$ cat src/design/thg_pkg.sv
// shared constants and carrier types for the health-gated random source
package thg_pkg;

  // ---------------------------------------------------------------
  // word sizes and test figures
  // ---------------------------------------------------------------
  localparam int unsigned WORD_MAX      = 16;  // widest output word
  localparam int unsigned BYTE_W        = 8;   // narrow output word
  localparam int unsigned TF_RUN_LEN    = 64;  // equal raw bits = dead
  localparam int unsigned OT_WIN_LEN    = 256; // raw bits per online window
  localparam int unsigned OT_ONES_LO    = 96;  // least ones in a window
  localparam int unsigned OT_ONES_HI    = 160; // most ones in a window
  localparam int unsigned CNT_W         = 9;   // counter width
  localparam logic [15:0] WORD_RST      = 16'h0000;

  // ---------------------------------------------------------------
  // carriers
  // ---------------------------------------------------------------
  typedef struct packed {
    logic        valid; // word available
    logic [15:0] data;  // low 8 bits only in byte mode
  } thg_word_t;

  typedef struct packed {
    logic tot_fail;     // total failure seen
    logic ot_fail;      // online test defect seen
    logic rep_fail;     // repeated block seen
    logic startup_ok;   // power-up online test passed
  } thg_status_t;

  typedef enum logic [3:0] {
    ST_STARTUP = 4'b0001,
    ST_RUN     = 4'b0010,
    ST_HALT    = 4'b0100,
    ST_SPARE   = 4'b1000
  } thg_state_t;

endpackage : thg_pkg

$ cat src/design/thg_prev_mem.sv
// holds the previously formed block for the repeat comparison
`timescale 1ns/100ps
module thg_prev_mem #(
  parameter int unsigned W = 16
) (
  input  wire logic         clk,
  input  wire logic         rstn,
  input  wire logic         en,
  input  wire logic         wr,
  input  wire logic [W-1:0] wdata,
  output logic              have,
  output logic      [W-1:0] rdata
);

  typedef struct packed {
    logic         have;
    logic [W-1:0] word;
  } thg_mem_t;

  thg_mem_t s_q;
  thg_mem_t s_d;

  // ---------------------------------------------------------------
  // store one block
  // ---------------------------------------------------------------
  always_comb begin
    s_d = s_q;
    if (wr) begin
      s_d.have = 1'b1;
      s_d.word = wdata;
    end
  end

  // register the state
  always_ff @(posedge clk or negedge rstn) begin
    if (!rstn) begin
      s_q <= '0;
    end else if (en) begin
      s_q <= s_d;
    end
  end

  assign have  = s_q.have;
  assign rdata = s_q.word;

endmodule : thg_prev_mem

$ cat src/design/thg_gate.sv
// health tests and output gate around the raw entropy bit stream
`timescale 1ns/100ps
module thg_gate
  import thg_pkg::*;
#(
  parameter int unsigned RUN_LEN = thg_pkg::TF_RUN_LEN,
  parameter int unsigned WIN_LEN = thg_pkg::OT_WIN_LEN,
  parameter int unsigned ONES_LO = thg_pkg::OT_ONES_LO,
  parameter int unsigned ONES_HI = thg_pkg::OT_ONES_HI
) (
  input  wire logic         clk,
  input  wire logic         rstn,
  input  wire logic         ce,
  input  wire logic         raw_bit,
  input  wire logic         raw_valid,
  input  wire logic         wide_mode,
  input  wire logic         word_ack,
  output thg_pkg::thg_word_t   word_out,
  output thg_pkg::thg_status_t status_out
);
  import thg_pkg::*;

  typedef struct packed {
    thg_state_t  st;
    logic [CNT_W-1:0] run_cnt;  // equal bits after the first in current run
    logic        last_bit;
    logic        have_last;
    logic [CNT_W-1:0] win_cnt;  // bits seen in window
    logic [CNT_W-1:0] ones_cnt; // ones seen in window
    logic [15:0] shreg;         // block under assembly
    logic [4:0]  fill;          // bits in shreg
    thg_word_t   word;
    thg_status_t stat;
  } thg_regs_t;

  thg_regs_t s_q;
  thg_regs_t s_d;
  logic        prev_have;
  logic [15:0] prev_word;
  logic        blk_done;
  logic [15:0] blk_word;

  // width of a block in the current mode
  function automatic logic [4:0] blk_len(input logic wide);
    blk_len = wide ? 5'(WORD_MAX) : 5'(BYTE_W);
  endfunction : blk_len

  // ---------------------------------------------------------------
  // next state
  // ---------------------------------------------------------------
  always_comb begin
    logic [15:0] nxt_sh;
    logic        tf_hit;
    logic        ot_end;
    logic        ot_bad;
    nxt_sh   = {s_q.shreg[14:0], raw_bit};
    tf_hit   = 1'b0;
    ot_end   = 1'b0;
    ot_bad   = 1'b0;
    blk_done = 1'b0;
    blk_word = nxt_sh;
    s_d      = s_q;
    if (word_ack) begin
      s_d.word.valid = 1'b0;
    end
    if (raw_valid && (s_q.st != ST_HALT)) begin
      if (s_q.have_last && raw_bit == s_q.last_bit) begin
        s_d.run_cnt = s_q.run_cnt + 1'b1;
        tf_hit = (s_q.run_cnt + 1'b1) >= CNT_W'(RUN_LEN - 1);
      end else begin
        s_d.run_cnt = '0;
      end
      s_d.last_bit  = raw_bit;
      s_d.have_last = 1'b1;
      s_d.win_cnt  = s_q.win_cnt + 1'b1;
      s_d.ones_cnt = s_q.ones_cnt + CNT_W'(raw_bit);
      if (s_q.win_cnt == CNT_W'(WIN_LEN - 1)) begin
        ot_end = 1'b1;
        ot_bad = (s_d.ones_cnt < CNT_W'(ONES_LO)) ||
                 (s_d.ones_cnt > CNT_W'(ONES_HI));
        s_d.win_cnt  = '0;
        s_d.ones_cnt = '0;
      end
      // raw bits kept unmixed, judged offline
      s_d.shreg = nxt_sh;
      s_d.fill  = s_q.fill + 5'd1;
      if (s_d.fill == blk_len(wide_mode)) begin
        s_d.fill = '0;
        blk_done = 1'b1;
        if (!wide_mode) begin
          blk_word = {8'h00, nxt_sh[7:0]};
        end
      end
      if (tf_hit) begin
        s_d.stat.tot_fail = 1'b1;
      end
      if (ot_bad) begin
        s_d.stat.ot_fail = 1'b1;
      end
      if (blk_done && prev_have && blk_word == prev_word) begin
        s_d.stat.rep_fail = 1'b1;
      end
      if (ot_end && !ot_bad && s_q.st == ST_STARTUP) begin
        s_d.stat.startup_ok = 1'b1;
      end
      if (s_d.stat.tot_fail || s_d.stat.ot_fail || s_d.stat.rep_fail) begin
        s_d.st         = ST_HALT;
        s_d.word.valid = 1'b0;
      end else begin
        case (s_q.st)
          ST_STARTUP: begin
            if (s_d.stat.startup_ok) begin
              s_d.st = ST_RUN;
            end
          end
          ST_RUN: begin
            if (blk_done) begin
              s_d.word.valid = 1'b1;
              s_d.word.data  = blk_word;
            end
          end
          default: begin
            s_d.st = ST_HALT;
          end
        endcase
      end
    end
    if (s_q.st == ST_HALT) begin
      s_d.word.valid = 1'b0;
    end
  end

  // register all state
  always_ff @(posedge clk or negedge rstn) begin
    if (!rstn) begin
      s_q    <= '0;
      s_q.st <= ST_STARTUP;
      s_q.word.data <= WORD_RST;
    end else if (ce) begin
      s_q <= s_d;
    end
  end

  thg_prev_mem #(
    .W (WORD_MAX)
  ) u_prev (
    .clk   (clk),
    .rstn  (rstn),
    .en    (ce),
    .wr    (blk_done && raw_valid && s_q.st != ST_HALT),
    .wdata (blk_word),
    .have  (prev_have),
    .rdata (prev_word)
  );

  assign word_out   = s_q.word;
  assign status_out = s_q.stat;

  // ---------------------------------------------------------------
  // checks
  // ---------------------------------------------------------------
  logic any_fail;
  assign any_fail = s_q.stat.tot_fail | s_q.stat.ot_fail | s_q.stat.rep_fail;

  chk_no_word_dead: assert property (@(posedge clk) disable iff (!rstn)
    s_q.stat.tot_fail |-> !s_q.word.valid)
    else $error("word valid after total failure");
  chk_startup_gate: assert property (@(posedge clk) disable iff (!rstn)
    !s_q.stat.startup_ok |-> !s_q.word.valid)
    else $error("word valid before startup pass");
  chk_online_block: assert property (@(posedge clk) disable iff (!rstn)
    s_q.stat.ot_fail |-> !s_q.word.valid)
    else $error("word valid after online defect");
  chk_sticky_flags: assert property (@(posedge clk) disable iff (!rstn)
    $rose(any_fail) |=> any_fail [*8])
    else $error("failure flag dropped");
  // a set failure flag means the machine is halted in the same cycle
  chk_fail_halt: assert property (@(posedge clk) disable iff (!rstn)
    any_fail |-> s_q.st == ST_HALT)
    else $error("not halted on failure");
  chk_byte_width: assert property (@(posedge clk) disable iff (!rstn)
    (ce && blk_done && !wide_mode && s_q.st == ST_RUN && !s_d.stat.rep_fail
     && !s_d.stat.tot_fail && !s_d.stat.ot_fail)
    |=> s_q.word.data[15:8] == 8'h00)
    else $error("byte word has upper bits");
  chk_repeat_drop: assert property (@(posedge clk) disable iff (!rstn)
    (ce && raw_valid && blk_done && prev_have && blk_word == prev_word
     && s_q.st != ST_HALT) |=> s_q.stat.rep_fail && !s_q.word.valid)
    else $error("repeated block released");
  chk_stuck_flag: assert property (@(posedge clk) disable iff (!rstn)
    (ce && raw_valid && s_q.st != ST_HALT && s_q.have_last
     && raw_bit == s_q.last_bit && s_q.run_cnt == CNT_W'(RUN_LEN - 2))
    |=> s_q.stat.tot_fail)
    else $error("stuck source not flagged");

  cov_startup_pass: cover property (@(posedge clk) disable iff (!rstn)
    $rose(s_q.stat.startup_ok));
  cov_word_out: cover property (@(posedge clk) disable iff (!rstn)
    s_q.word.valid && wide_mode);
  cov_dead_src: cover property (@(posedge clk) disable iff (!rstn)
    $rose(s_q.stat.tot_fail));
  cov_repeat: cover property (@(posedge clk) disable iff (!rstn)
    $rose(s_q.stat.rep_fail));

endmodule : thg_gate

$ cat config.mk
export PLATFORM = sky130hd
export DESIGN_NAME = thg_gate
export DESIGN_NICKNAME = d
export VERILOG_FILES = /design/src/design/thg_pkg.sv /design/src/design/thg_prev_mem.sv /design/src/design/thg_gate.sv
export SDC_FILE = /design/constraint.sdc
export NUM_CORES = 1
export LEC_CHECK = 0
export BUFFER_PORTS_ARGS = -buffer_cell sky130_fd_sc_hd__buf_4
export CORE_AREA = 2 2 101 103
export CTS_BUF_LIST = sky130_fd_sc_hd__clkbuf_2 sky130_fd_sc_hd__clkbuf_4 sky130_fd_sc_hd__clkbuf_8
export DETAILED_ROUTE_END_ITERATION = 16
export DIE_AREA = 0 0 103 105
export PLACE_DENSITY = 0.65
export SETUP_SLACK_MARGIN = 0.1
export SLEW_MARGIN = 10
export SYNTH_ARGS = -nofsm -noshare
export SYNTH_HDL_FRONTEND = slang
export SYNTH_SLANG_ARGS = --single-unit
$ cat constraint.sdc
create_clock -name clk -period 3.35 [get_ports clk]
set_input_delay 0.335 -clock clk [delete_from_list [all_inputs] [get_ports clk]]
set_output_delay 0.335 -clock clk [all_outputs]
set_load 0.05 [all_outputs]
# Word-level counts from Yosys, hierarchy flattened
# Index checks and enable logic that the tools add are counted.
# word_totals
regBits	91
latch_bits	0
mem_bits_rw	0
romBits	0
inputBits	7
out_inout_bits	21
wordCells	85
memories	0
# op_classes
addsub	4
n_mul	0
div	0
order_cmp	3
n_eq_ne	10
n_shift	0
mux	35
bitwise	1
reduce_logical	16
# op_table
operator	n
two-way mux 16 bit	5
two-way mux 17 bit	2
two-way mux 21 bit	1
two-way mux 1 bit	20
adder 9 x 1 -> 9 bit, second input constant	2
two-way mux 18 bit	1
equality test 16 bit	1
two-way mux 5 bit	2
adder 9 x 1 -> 9 bit	1
equality test 9 x 8 -> 1 bit, second input constant	1
greater-or-equal comparator 9 x 6 -> 1 bit, second input constant	1
greater-than comparator 9 x 8 -> 1 bit, second input constant	1
less-than comparator 9 x 7 -> 1 bit, second input constant	1
two-way mux 9 bit	1
logical AND 1 bit	8
two-way mux 4 bit	2
case mux 4 bit (2 select lines)	1
adder 5 x 1 -> 5 bit, second input constant	1
equality test 5 bit	1
AND reduction 5 bit	1
equality test 4 x 1 -> 1 bit, second input constant	1
equality test 4 x 2 -> 1 bit, second input constant	1
equality test 4 x 3 -> 1 bit, second input constant	1
!= test 4 x 3 -> 1 bit, second input constant	1
8 further kinds	11

# Longest topological paths before layout
# depth
ltp_word	13
depth_mapped	11
depth_no_buf	10

# Modules after synthesis
# A second synthesis with hierarchy kept.
# hier_totals
hier_cells	500
hier_area_um2	4833.4
# by_module_without_submodules
mod	n_inst	cells_per_inst	area_per_inst_um2	seq_area_each_um2
thg_gate	1	464	4165.2	1803.0
thg_prev_mem	1	36	668.1	425.4

# Worst setup path after synthesis
# Ideal clock, no wire load.
# synth_timing
kind	input-to-reg
start	input port raw_bit
end	register s_q (netlist bit word_out[6])
setup_time_ns	0.125
arrival_time_ns	2.580
t_required_ns	3.225
setup_slack_ns	0.645
cell_stages	11
path_buffers	1
path_cell_list	ha_1 -> ha_1 -> and2_1 -> nand4_1 -> or3_1 -> nand4_1 -> o2111a_1 -> nand4_2 -> nor2_4 -> buf_12 -> mux2_4
# synth_between
elab_chain_cells	11
word_cells_on_any_way	25
classes_between	add/sub (1); order compare (2); eq/ne (2); mux (13); bitwise (1); reduce/logical (6)
# synth_lines
element	line_no	rtl
from (decl)	thg_gate.sv:14	input wire logic raw_bit,
adder 9 x 1 -> 9 bit	thg_gate.sv:76	s_d.ones_cnt = s_q.ones_cnt + CNT_W'(raw_bit);
less-than comparator 9 x 7 -> 1 bit or greater-than comparator 9 x 8 -> 1 bit (tied branches)	thg_gate.sv:79, thg_gate.sv:80	
logical OR 1 bit	thg_gate.sv:79	ot_bad = (s_d.ones_cnt < CNT_W'(ONES_LO)) ||
two-way mux 1 bit	thg_gate.sv:77	if (s_q.win_cnt == CNT_W'(WIN_LEN - 1)) begin
two-way mux 1 bit	thg_gate.sv:66	if (raw_valid && (s_q.st != ST_HALT)) begin
two-way mux 1 bit	thg_gate.sv:97	if (ot_bad) begin
two-way mux 1 bit	thg_gate.sv:66	
logical OR 1 bit	thg_gate.sv:106	if (s_d.stat.tot_fail || s_d.stat.ot_fail || s_d.stat.rep_fail) begin
logical OR 1 bit *	thg_gate.sv:106	
inverter 1 bit (no source line) *	--	
AND reduction 5 bit (no source line) *	--	
to (decl)	thg_gate.sv:36	thg_regs_t s_q;
# Mark *: on every way between the ends. The rest lies on a longest branch, timed or not. The select of a mux whose other input is x is not followed.
# A chain may end at the register's enable or synchronous reset.

# Worst setup path after layout
# layout_timing
start	register s_q[42] (netlist name)
end	register s_q (netlist bit word_out[1])
# layout_between
elab_chain_cells	11
word_cells_on_any_way	12
classes_between	add/sub (1); order compare (2); mux (4); bitwise (1); reduce/logical (4)
# layout_lines
element	line_no
adder 9 x 1 -> 9 bit *	thg_gate.sv:76
less-than comparator 9 x 7 -> 1 bit or greater-than comparator 9 x 8 -> 1 bit (tied branches)	thg_gate.sv:79, thg_gate.sv:80
logical OR 1 bit *	thg_gate.sv:79
two-way mux 1 bit *	thg_gate.sv:77
two-way mux 1 bit *	thg_gate.sv:66
two-way mux 1 bit *	thg_gate.sv:97
two-way mux 1 bit *	thg_gate.sv:66
logical OR 1 bit * (2 in a row)	thg_gate.sv:106
inverter 1 bit (no source line) *	--
AND reduction 5 bit (no source line) *	--
# Marked as above.

==> summary.md <==
| Metric | Value |
|---|---|
| Status | `complete, no violations` |
| N_diodes | `0` |
| I/O pins | `28` |
| Gpl congestion | `around 0.84` |
| Vias in the first global route | `~3400` |
| Max Buffers Root-to-Sink | `2` |
| Port Buffers | `27` |
| GR Overflow Total | `0` |
| R2R cell count | `11` |
| Comb pwr share | `0.052` |
| Final period util | `0.906` |
| Syn_nets | `about 500` |
| Die Y | `between 100 and 150 um` |
| Area Growth Syn to Fin | `8.80%` |
| Async SR Flop Fraction | `1.00` |
| #FFs+latches synth | `89` |
| CP max FO | `6` |
| Most frequent cells in the layout | `102 x nand2_1, 88 x dfrtp_1, 37 x buf_4` |
| Syn. warnings | `0` |
| Fin area | `0.00512 mm2` |
| Synth Area per Inst | `roughly 9.6 um2` |
| First-pass GRT wire length | `approximately 16 mm` |
| Synth Flop Type | `dfrtp_1` |
| Crit path required time | `about 3.6 ns` |
| Commonest non-fill, non-tap cell in the layout | `nand2_1` |
| Antenna-violating nets left | `0` |
| TritonCTS clock tree | `built` |
| Register share of total power | `0.565` |
| Post-synth EDFFs | `0` |
| Least-Margin Pin Slew | `0.748 ns` |
| Max-cap violations | `0` |
| Final min period | `approximately 3.0 ns` |
| Synth Instances | `491` |
| DP HPWL | `between 6 and 7 mm` |
| Die area | `about 0.011 mm2` |
| Final slew viol count | `0` |
| Clock skew | `between 0.009 and 0.01 ns` |
| Sw Ratio | `0.233` |
| Fmax | `329 MHz` |
| P_int | `around 0.0015 W` |
| Die Width | `103 um` |
| Worst setup path class | `reg2reg` |
| Vias per Instance | `around 5.6` |
| Max VDD drop | `184 uV` |
| Initial Util | `0.488` |
| Fin Setup TNS | `0 ns` |
| Leakage power | `2.37 nW` |
| Cell Area, Placed | `~0.0049 mm2` |
| First-iteration detailed-routing DRC count | `165` |
| Layout cell share with drive strength beyond 1 | `0.168` |
| Power Density | `roughly 390 mW/mm2` |
| CTS Sinks | `89` |
| Startpoint Class | `flop` |
| Num CTS Buffers | `9` |
| Reg clk slew, reported paths | `0.08 ns` |
| Vias | `around 3600` |
| Root buffer cell | `clkbuf_8` |
| Type of the tightest min-delay check | `in2async` |
| Hold Fails Final Rpt | `0` |
| Routed WL per cell | `between 15 and 20 um` |
| Gr usage total | `0.192` |
| Largest net degree at the start of global routing | `60` |
| RSZ-0062 raised after global routing | `no` |
| Antenna violations before repair | `0` |
| Final Util | `0.531` |
| Worst path arrival time | `between 3 and 4 ns` |
| Drt total wl | `slightly below 10 mm` |
| Clock Latency Late Sink | `approximately 0.36 ns` |
| Reported net switching power | `around 0.00046 W` |
| CORE AREA | `between 0.009 and 0.01 mm2` |
| Seq/Total Area, Yosys | `0.473` |
| Residual DRC count | `0` |
| CP Capture Type | `flop` |
| R2r startpoint | `s_q[42]` |
| Final net count | `between 500 and 600` |
| H-tree Lvls | `3` |
| R2r setup slk | `around 0.31 ns` |
| Final setup fails | `0` |
| Clock share of power | `0.383` |
| Critical R2R Capture | `word_out[1]` |
| Pre-antenna DRT Iters | `5` |
| Synthesized cell area | `between 0.004 and 0.005 mm2` |
| Slew HR | `0.501` |
| Synth cell types | `67` |
| Rows | `36` |
[final cells by class]
class / count / area, um2
fillers: 911 / 4520
repair buffers: 38 / 298
inverters: 16 / 60.1
clock buffers: 12 / 159
clock inverters: 2 / 38.8
well taps: 133 / 166
multi-input cells: 349 / 2170
flip-flops and latches: 89 / 2230
[sequential cells by signal (all words and copies together) (netlist names)]
signal / flops
u_prev.rdata: 16
status_out: 4
u_prev.have: 1
word_out: 17
s_q: 51
[worst max path at each step]
| stage | from | to | slack, ns |
|---|---|---|---|
| 2_1_floorplan | raw_bit | word_out[6] | 0.65 |
| 3_3_place_gp | raw_bit | word_out[15] | 0.34 |
| 3_5_place_dp | raw_bit | word_out[12] | 0.17 |
| 4_1_cts | s_q[42] | word_out[12] | 0.25 |
| 5_1_grt | s_q[42] | word_out[1] | 0.12 |
| 6_report | s_q[42] | word_out[1] | 0.31 |
[cell families after synthesis]
group,share of synthesized area
AO/OA/AOI/OAI,0.130
adder cells (fa/ha/maj),0.0186
AND/OR/NAND/NOR,0.210
buffers and inverters,0.0659
XOR/XNOR,0.0444
multiplexers,0.0569
flip-flops,0.473
[per-stage QoR]
stage | total power, W | worst slack, ns | std cells | hold slack [ns]
floorplan | 0.00120 | 0.645 | 491 | 0.0394
global placement | 0.00124 | 0.342 | 622 | 0.450
detailed placement | 0.00125 | 0.172 | 622 | 0.453
CTS | 0.00201 | 0.251 | 636 | 0.0576
global route | 0.00206 | 0.117 | 639 | 0.0887
finish | 0.00198 | 0.314 | 639 | 0.0302
[power by group through the flow]
stage	combinational, W	clock [W]	sequential [W]
final	0.000104	0.000757	0.00112
after global routing	0.000122	0.000816	0.00112
after CTS	0.000107	0.000781	0.00112
after detailed placement	0.000107	0	0.00114
after global placement	0.000104	0	0.00114
after floorplan	0.0000611	0	0.00113
[Yosys cell counts (all sizes together), types with 3 or more instances]
library cell,n,share of area
a21o,3,0.0053
a21oi,10,0.013
a31oi,4,0.0053
and3,6,0.0080
buf,27,0.045
clkbuf,10,0.0080
dfrtp,88,0.47
ha,7,0.019
inv,16,0.013
mux2,16,0.040
mux2i,8,0.017
nand2,103,0.083
nand2b,6,0.0080
nand3,29,0.033
nand4,12,0.017
nor2,25,0.022
nor2b,4,0.0053
nor3,6,0.0064
nor4,4,0.0053
o21a,3,0.0048
o21ai,32,0.034
o21bai,3,0.0048
o31ai,9,0.015
or3,7,0.011
xnor2,12,0.022
xor2,11,0.022
[repair_timing]
| action | in CTS | in global routing |
|---|---|---|
| endpoints found under the setup margin | 0 | 12 |
| buffers inserted | 0 | 3 |
| resized for setup | 0 | 0 |
| endpoints found under the hold margin | 0 | 0 |
| hold buffers | 0 | 0 |
[metal layers]
layer | GRT usage | vias up | part of all wire
met5 | 0 | - | 0
met4 | 0.0630 | 0 | 0.015
met3 | 0.0421 | 14 | 0.053
met2 | 0.282 | 91 | 0.46
met1 | 0.281 | 1718 | 0.47
li1 | - | 1728 | -
[critical path: stages, from the launching register on]
cell	delay (ns)
dfrtp_1	0.35
ha_1	0.22
ha_1	0.24
and2_1	0.23
nand4_1	0.22
o31ai_1	0.39
a311o_1	0.17
o2111a_1	0.24
nand4_2	0.14
nor2_4	0.23
buf_12	0.15
mux2_2	0.33
Note: power is estimated with default switching activity, not from simulation.
